**config.mk**
```make
export PLATFORM = sky130hd
export DESIGN_NAME = rgcm_top
export DESIGN_NICKNAME = d
export VERILOG_FILES = /design/src/shared/rgcm_pkg.sv /design/src/hw/rgcm_pin_drv.sv /design/src/hw/rgcm_top.sv
export VERILOG_INCLUDE_DIRS = /design/src /design/src/shared
export SDC_FILE = /design/constraint.sdc
export NUM_CORES = 1
export LEC_CHECK = 0
export BUFFER_PORTS_ARGS = -buffer_cell sky130_fd_sc_hd__buf_2
export CORE_UTILIZATION = 45
export CTS_CLUSTER_DIAMETER = 200
export DETAILED_ROUTE_END_ITERATION = 6
export GPL_TIMING_DRIVEN = 0
export PLACE_DENSITY = 0.74
export SLEW_MARGIN = 20
export SYNTH_ARGS = -nofsm -noshare
export SYNTH_HDL_FRONTEND = slang
export SYNTH_SLANG_ARGS = --single-unit
```
**constraint.sdc**
```tcl
create_clock -name ref_clk_in -period 1.7 [get_ports ref_clk_in]
set_input_delay 0.34 -clock ref_clk_in [delete_from_list [all_inputs] [get_ports ref_clk_in]]
set_output_delay 0.34 -clock ref_clk_in [all_outputs]
set_load 0.02 [all_outputs]
```
**src/shared/rgcm_defs.svh**
```systemverilog
`ifndef RGCM_DEFS_SVH
`define RGCM_DEFS_SVH

// Register offsets on the configuration port, with the reset value and the unmapped read value.
`define RGCM_OFS_PIN0   8'h00
`define RGCM_OFS_PIN1   8'h40
`define RGCM_CFG_RST    8'h00
`define RGCM_RD_UNMAP   8'h00

// Field positions, shared by both pin registers except the trigger bit, which only pin 1 has.
`define RGCM_BIT_DRIVE  7
`define RGCM_BIT_TRIG   6
`define RGCM_BIT_DIR    5
`define RGCM_BIT_LEVEL  4
`define RGCM_SRC_HI     3
`define RGCM_SRC_LO     0

// Writable bits; pin 0 has a reserved bit 6 that reads as zero.
`define RGCM_WMASK0     8'haf
`define RGCM_WMASK1     8'hef

// Output source codes.
`define RGCM_SEL_WAKE   4'h0
`define RGCM_SEL_DISC   4'h1
`define RGCM_SEL_UNSQ   4'h2
`define RGCM_SEL_SE1    4'h3
`define RGCM_SEL_DFLT   4'h4
`define RGCM_SEL_HOST   4'h5
`define RGCM_SEL_PERI   4'h6
`define RGCM_SEL_CONN   4'h7
`define RGCM_SEL_RST    4'h8
`define RGCM_SEL_L0     4'h9
`define RGCM_SEL_L1     4'ha
`define RGCM_SEL_L2     4'hb
`define RGCM_SEL_TEST   4'hc
`define RGCM_SEL_HIGH   4'hd
`define RGCM_SEL_LOW    4'he
`define RGCM_SEL_OVP    4'hf

`endif

```
**src/shared/rgcm_pkg.sv**
```systemverilog
package rgcm_pkg;

    // Live repeater indications that pin 1 can show.
    typedef struct packed {
        logic remote_wake;
        logic ls_fs_disc;
        logic hs_unsquelch;
        logic hs_disconnect_se1_tx;
        logic role_default;
        logic role_host;
        logic role_periph;
        logic connected;
        logic reset_active;
        logic link_l0;
        logic link_l1;
        logic link_l2;
        logic hs_test_indication;
        logic overvoltage_flag;
    } rgcm_rpt_state_t;

    // Register port request.
    typedef struct packed {
        logic       wr;
        logic [7:0] addr;
        logic [7:0] wdata;
    } rgcm_reg_req_t;

    // One pin's pad signals.
    typedef struct packed {
        logic out;
        logic oe;
    } rgcm_pad_t;

    // State of one pin driver.
    typedef struct packed {
        logic [2:0] sync;
        logic       level;
        logic       chg;
        logic [3:0] warm;
        rgcm_pad_t  pad;
    } rgcm_pin_st_t;

    // State of the top block.
    typedef struct packed {
        logic [7:0] cfg0;
        logic [7:0] cfg1;
        logic [7:0] rdata;
        logic       irq;
    } rgcm_top_st_t;

endpackage

```
**src/hw/rgcm_pin_drv.sv**
```systemverilog
`timescale 1ns/1ps
`include "rgcm_defs.svh"

module rgcm_pin_drv (
    // Clock and reset
    input  wire logic              ref_clk_in,
    input  wire logic              rst_in,
    // Pin
    input  wire logic              pad_in,
    output rgcm_pkg::rgcm_pad_t    pad_out,
    // Control
    input  wire logic              drive_pp_in,
    input  wire logic              dir_out_in,
    input  wire logic              value_in,
    // Status
    output logic                   level_out,
    output logic                   change_out
);
    import rgcm_pkg::*;

    rgcm_pin_st_t st_q;
    rgcm_pin_st_t st_d;

    always_comb begin
        st_d = st_q;
        st_d.sync = {st_q.sync[1:0], pad_in};
        // Ones shift in from reset; until they reach the top the filter still holds reset values,
        // so the first settled level after reset is loaded without counting as an edge.
        st_d.warm = (st_q.warm << 1) | 4'h1;
        // A change counts only once the second and third stages agree.
        if (st_q.sync[1] == st_q.sync[2]) begin
            st_d.level = st_q.sync[2];
        end
        st_d.chg = (st_d.level != st_q.level) && st_q.warm[$left(st_q.warm)];
        if (!dir_out_in) begin
            st_d.pad = '{out: 1'b0, oe: 1'b0};
        end else if (drive_pp_in) begin
            st_d.pad = '{out: value_in, oe: 1'b1};
        end else begin
            // Open drain only ever pulls low and releases for a high.
            st_d.pad = '{out: 1'b0, oe: ~value_in};
        end
    end

    always_ff @(posedge ref_clk_in or posedge rst_in) begin
        if (rst_in) begin
            st_q <= '0;
        end else begin
            st_q <= st_d;
        end
    end

    assign pad_out    = st_q.pad;
    assign level_out  = st_q.level;
    assign change_out = st_q.chg;
endmodule

```
**src/hw/rgcm_top.sv**
```systemverilog
`timescale 1ns/1ps
`include "rgcm_defs.svh"

// Functional notes
// Pin-1 bit 7 picks open-drain when zero, push-pull when one.
// Pin-0 drive type: zero open-drain, one push-pull, resets to open-drain.
// Pin-1 bit 6: zero edge trigger; one level, interrupt follows pin-1 level.
// Bit 5 sets direction, zero input and one output, on both pins.
// Pin-1 bit 4 is read-only and returns the sampled pin level.
// Pin-0 level field is read-only and returns the current pin level.
// Pin-1 codes 0h-3h show wake, disconnect, unsquelch and SE1 transmit.
// Codes 4h, 5h, 6h show awaiting role, host role and peripheral role.
// Codes 7h-Bh show connected, reset, L0, L1 and L2 link states.
// Code Ch shows the high-speed test indication in host L0.
// Pin-1 code Dh drives constant high, Eh constant low.
// Code Fh follows the over-voltage flag of the data lines.
// Pin-0 codes Dh and Eh force high and low; field resets zero.
// Input direction disables the driver; open-drain only pulls low.
// Pin-1 input is synchronised before edge detection for interrupts.

module rgcm_top (
    // Clock and reset
    input  wire logic                     ref_clk_in,
    input  wire logic                     rst_in,
    // Register port
    input  rgcm_pkg::rgcm_reg_req_t       reg_req_in,
    output logic [7:0]                    reg_rdata_out,
    // Repeater indications
    input  rgcm_pkg::rgcm_rpt_state_t     rpt_state_in,
    // Pin 0
    input  wire logic                     pin0_pad_in,
    output rgcm_pkg::rgcm_pad_t           pin0_pad_out,
    // Pin 1
    input  wire logic                     pin1_pad_in,
    output rgcm_pkg::rgcm_pad_t           pin1_pad_out,
    // Interrupt request towards the interrupt pin
    output logic                          pin1_irq_out
);
    import rgcm_pkg::*;

    rgcm_top_st_t st_q;
    rgcm_top_st_t st_d;

    logic pin0_level;
    logic pin1_level;
    logic pin0_chg;
    logic pin1_chg;
    logic pin0_value;
    logic pin1_value;

    // Picks the pin-1 indication for a given output source code.
    function automatic logic pin1_select(input logic [3:0] src, input rgcm_rpt_state_t rs);
        logic v;
        v = 1'b0;
        case (src)
            `RGCM_SEL_WAKE: v = rs.remote_wake;
            `RGCM_SEL_DISC: v = rs.ls_fs_disc;
            `RGCM_SEL_UNSQ: v = rs.hs_unsquelch;
            `RGCM_SEL_SE1:  v = rs.hs_disconnect_se1_tx;
            `RGCM_SEL_DFLT: v = rs.role_default;
            `RGCM_SEL_HOST: v = rs.role_host;
            `RGCM_SEL_PERI: v = rs.role_periph;
            `RGCM_SEL_CONN: v = rs.connected;
            `RGCM_SEL_RST:  v = rs.reset_active;
            `RGCM_SEL_L0:   v = rs.link_l0;
            `RGCM_SEL_L1:   v = rs.link_l1;
            `RGCM_SEL_L2:   v = rs.link_l2;
            `RGCM_SEL_TEST: v = rs.hs_test_indication;
            `RGCM_SEL_HIGH: v = 1'b1;
            `RGCM_SEL_LOW:  v = 1'b0;
            `RGCM_SEL_OVP:  v = rs.overvoltage_flag;
            default:        v = 1'b0;
        endcase
        return v;
    endfunction

    // Pin 0 offers only the forced levels; other codes hold the pin low.
    function automatic logic pin0_select(input logic [3:0] src);
        return src == `RGCM_SEL_HIGH;
    endfunction

    // Read value: stored fields with the live level in the status bit.
    function automatic logic [7:0] read_merge(input logic [7:0] cfg, input logic lvl);
        logic [7:0] r;
        r = cfg;
        r[`RGCM_BIT_LEVEL] = lvl;
        return r;
    endfunction

    // True when the port writes the register at the given offset in this cycle.
    function automatic logic write_hit(input rgcm_reg_req_t req, input logic [7:0] ofs);
        return req.wr && (req.addr == ofs);
    endfunction

    assign pin0_value = pin0_select(st_q.cfg0[`RGCM_SRC_HI:`RGCM_SRC_LO]);
    assign pin1_value = pin1_select(st_q.cfg1[`RGCM_SRC_HI:`RGCM_SRC_LO], rpt_state_in);

    always_comb begin
        st_d = st_q;
        if (write_hit(reg_req_in, `RGCM_OFS_PIN0)) begin
            st_d.cfg0 = reg_req_in.wdata & `RGCM_WMASK0;
        end
        if (write_hit(reg_req_in, `RGCM_OFS_PIN1)) begin
            st_d.cfg1 = reg_req_in.wdata & `RGCM_WMASK1;
        end
        case (reg_req_in.addr)
            `RGCM_OFS_PIN0: st_d.rdata = read_merge(st_q.cfg0, pin0_level);
            `RGCM_OFS_PIN1: st_d.rdata = read_merge(st_q.cfg1, pin1_level);
            default:        st_d.rdata = `RGCM_RD_UNMAP;
        endcase
        // Level trigger mirrors the pin; edge trigger gives a pulse per change.
        if (st_q.cfg1[`RGCM_BIT_TRIG]) begin
            st_d.irq = pin1_level;
        end else begin
            st_d.irq = pin1_chg;
        end
    end

    always_ff @(posedge ref_clk_in or posedge rst_in) begin
        if (rst_in) begin
            st_q <= '{cfg0: `RGCM_CFG_RST, cfg1: `RGCM_CFG_RST, rdata: `RGCM_RD_UNMAP, irq: 1'b0};
        end else begin
            st_q <= st_d;
        end
    end

    rgcm_pin_drv u_pin0 (
        .ref_clk_in  (ref_clk_in),
        .rst_in      (rst_in),
        .pad_in      (pin0_pad_in),
        .pad_out     (pin0_pad_out),
        .drive_pp_in (st_q.cfg0[`RGCM_BIT_DRIVE]),
        .dir_out_in  (st_q.cfg0[`RGCM_BIT_DIR]),
        .value_in    (pin0_value),
        .level_out   (pin0_level),
        .change_out  (pin0_chg)
    );

    rgcm_pin_drv u_pin1 (
        .ref_clk_in  (ref_clk_in),
        .rst_in      (rst_in),
        .pad_in      (pin1_pad_in),
        .pad_out     (pin1_pad_out),
        .drive_pp_in (st_q.cfg1[`RGCM_BIT_DRIVE]),
        .dir_out_in  (st_q.cfg1[`RGCM_BIT_DIR]),
        .value_in    (pin1_value),
        .level_out   (pin1_level),
        .change_out  (pin1_chg)
    );

    assign reg_rdata_out = st_q.rdata;
    assign pin1_irq_out  = st_q.irq;
endmodule

```
==> flow_summary.yaml <==
placed_design:
  portBuffers: 46
  dp.cells: 206
  pre_cts_ws_ns: -0.273
  detailed_place_hpwl_um: 1900
  place.gp.congestion: 0.778
sta:
  timing.fmax_mhz: 627
  setup_viol: 0
  post-route-period-util: 0.938
  worst_slew_pin_slew_ns: 0.767
  maxSlewHeadroom: 0.488
  setup_tns_ns: 0
  grt_setup_unrepaired: "false"
  fin_crit_ns: 1.59
  slew_violations: 0
  skew_ns: 0.0105
  layout_setup_ws_ns: 0.105
  hold_viol_final: 0
detailed_routing:
  drc_errors: 0
  routed_wl_um: 2480
  dr.pass1.iters: 4
  wl_met2_um: 1250
  vias: 994
  top_layer: "met4"
  drt_iter0_markers: 5
  viasPerCell: 4.67
  ant_nets: 0
  wl_met3_um: 117
  met1_length_um: 1080
  wl_per_cell_um: 11.6
clocking:
  cts_sinks: 39
  cts_buffer_depth: 2
  clk_latency_ns: 0.33
  htree_levels: 2
  cts-root-buf: "clkbuf_4"
  cts_tree: "built"
  clk_pin_slew_worst_paths_ns: 0.11
  cts_made_buffers: 5
status:
  outcome: "finished clean"
die:
  initial_core_util: 0.475
  fp-row-count: 21
  die_y_um: 61.6
  pin_count: 48
  fp.dieArea_mm2: 0.00380
  die_w_um: 61.6
  coreArea_mm2: 0.00336
final_layout:
  layout_common_cells: "46 x buf_2, 37 x dfrtp_1, 14 x mux2_2"
  stdcell_count: 213
  fin_nets: 201
  antennaDiodeCount: 0
  final_common_cell: "buf_2"
  n_fill_cell: 319
  drive_gt1_frac: 0.605
  fin_util: 0.578
  area_growth_pct: 21.6
worst_setup_path:
  path_max_fanout: 7
  required_ns: 1.92
  critPathCaptureType: "flip-flop"
  arrival_ns: 1.82
  crit_type: "input port to flip-flop"
  start_kind: "input port"
synthesis:
  synth_top_area_cell: "dfrtp_1"
  netlist_instances: 114
  synth_seq_cells: 39
  synth-seq-area-share: 0.610
  yosysUniqueCellTypes: 32
  synth_area_leaders: "dfrtp_1 61%, mux2_2 9.9%, buf_4 5.6%"
  syn_area_mm2: 0.00160
  synth_nets: 149
  synth_top_area_frac: 0.610
  yosys_warnings: 0
  syn_area_per_cell_um2: 14.0
grt:
  grt_usage: 0.154
  grt_first_pass_wirelength_um: 4010
  grt_pass1_vias: 915
  antenna_found_initial: 0
  grt_overflow: 0
  grt_start_max_net_pins: 40
power:
  power.density_mw_per_mm2: 798
  ir_worst_vdd_uv: 525
  fin_total_pwr_uw: 1550
  cellLeakagePower_uw: 0.00102
hold_path:
  worstHoldPathType: "input port to flip-flop"
flow_run:
  max-cap-violations: 0
[cell usage after synthesis]
cell      number
dfrtp_1       39
mux2_2        14
buf_4         12
a22o_2         7
clkbuf_1       4
inv_1          4
nor2_1         4
nand2_1        3
a21oi_1        2
mux4_2         2
o21ai_0        2
a21boi_0       1
a221o_1        1
a311oi_1       1
and2_1         1
and2_2         1
and3_1         1
and3_2         1
conb_1         1
maj3_1         1
mux2i_1        1
nand2b_1       1
nand3_2        1
nand3b_2       1
nand4b_1       1
nor2b_1        1
nor4_4         1
nor4b_1        1
o211ai_1       1
o21a_1         1
or4_1          1
or4_4          1
[per-layer routing]
| layer | GRT usage | up-vias |
|---|---|---|
| li1 | - | 492 |
| met1 | 0.187 | 469 |
| met2 | 0.246 | 29 |
| met3 | 0.0567 | 4 |
| met4 | 0.0667 | 0 |
| met5 | 0 | - |
[cell families after synthesis]
group | after synthesis | share of synthesized area
buf+inv | 20 | 0.0751
compound gates | 16 | 0.0822
other cells | 1 | 0.00235
fa+ha+maj | 1 | 0.00626
mux | 17 | 0.133
flops | 39 | 0.610
simple gates | 20 | 0.0908
[power breakdown]
group | total (uW) | switching [uW] | internal (uW)
clock network | 433 | 279 | 154
registers | 993 | 29.2 | 964
logic | 126 | 57.9 | 68.5
total | 1550 | 366 | 1190
[sequential cells by signal, indices dropped and copies added (netlist names)]
signal / flops
pin1_irq_out: 1
reg_rdata_out: 8
st_q: 13
u_pin0.level_out: 1
u_pin0.pad_out: 2
u_pin0.st_d: 2
u_pin0.st_q: 1
u_pin1.change_out: 1
u_pin1.level_out: 1
u_pin1.pad_out: 2
u_pin1.st_d: 5
u_pin1.st_q: 2
[repair_timing]
action / in CTS / in global routing
resized for setup: 0 / 2
endpoints found under the setup margin: 2 / 2
hold buffers: 0 / 0
buffers inserted: 0 / 1
[through the flow]
step | hold slack [ns] | area [um2]
after global placement | 0.332 | 1890
after global routing | 0.0741 | 1940
after detailed placement | 0.335 | 1890
final | 0.101 | 1940
after floorplan | 0.331 | 1600
after CTS | 0.0798 | 1940
[critical path: stages]
cell     delay (ns)
buf_2          0.10
or4_4          0.53
nor4_4         0.26
nand3_2        0.25
mux2_2         0.33
[area by class of cell]
type | count | area (um2) | area share
plain buffers | 14 | 100 | 0.0515
clock buffers | 5 | 37.5 | 0.0193
clock inverters | 3 | 15.0 | 0.00772
inverters | 4 | 15.0 | 0.00772
multi-input cells | 55 | 503 | 0.259
flip-flops and latches | 39 | 978 | 0.503
well taps | 46 | 57.6 | 0.0296
repair buffers | 47 | 238 | 0.122
[worst paths after layout]
path	end	cells past startpoint	startpoint	slack (ns)
worst max-delay path	st_q[10]$_DFFE_PP0P_	5	reg_req_in[10]	0.11
min in group asynchronous	u_pin1.st_d[4]$_DFF_PP0_	2	rst_in	0.13
worst min-delay path	u_pin1.st_d[9]$_DFF_PP0_	1	pin1_pad_in	0.10
worst min register to register	u_pin1.st_d[10]$_DFF_PP0_	0	u_pin1.st_d[9]$_DFF_PP0_	0.36
max in group asynchronous	st_q[9]$_DFFE_PP0P_	2	rst_in	1.03
worst max register to register	u_pin1.pad_out[0]$_DFF_PP0_	4	st_q[9]$_DFFE_PP0P_	0.13
(Power assumes the default switching activity.)
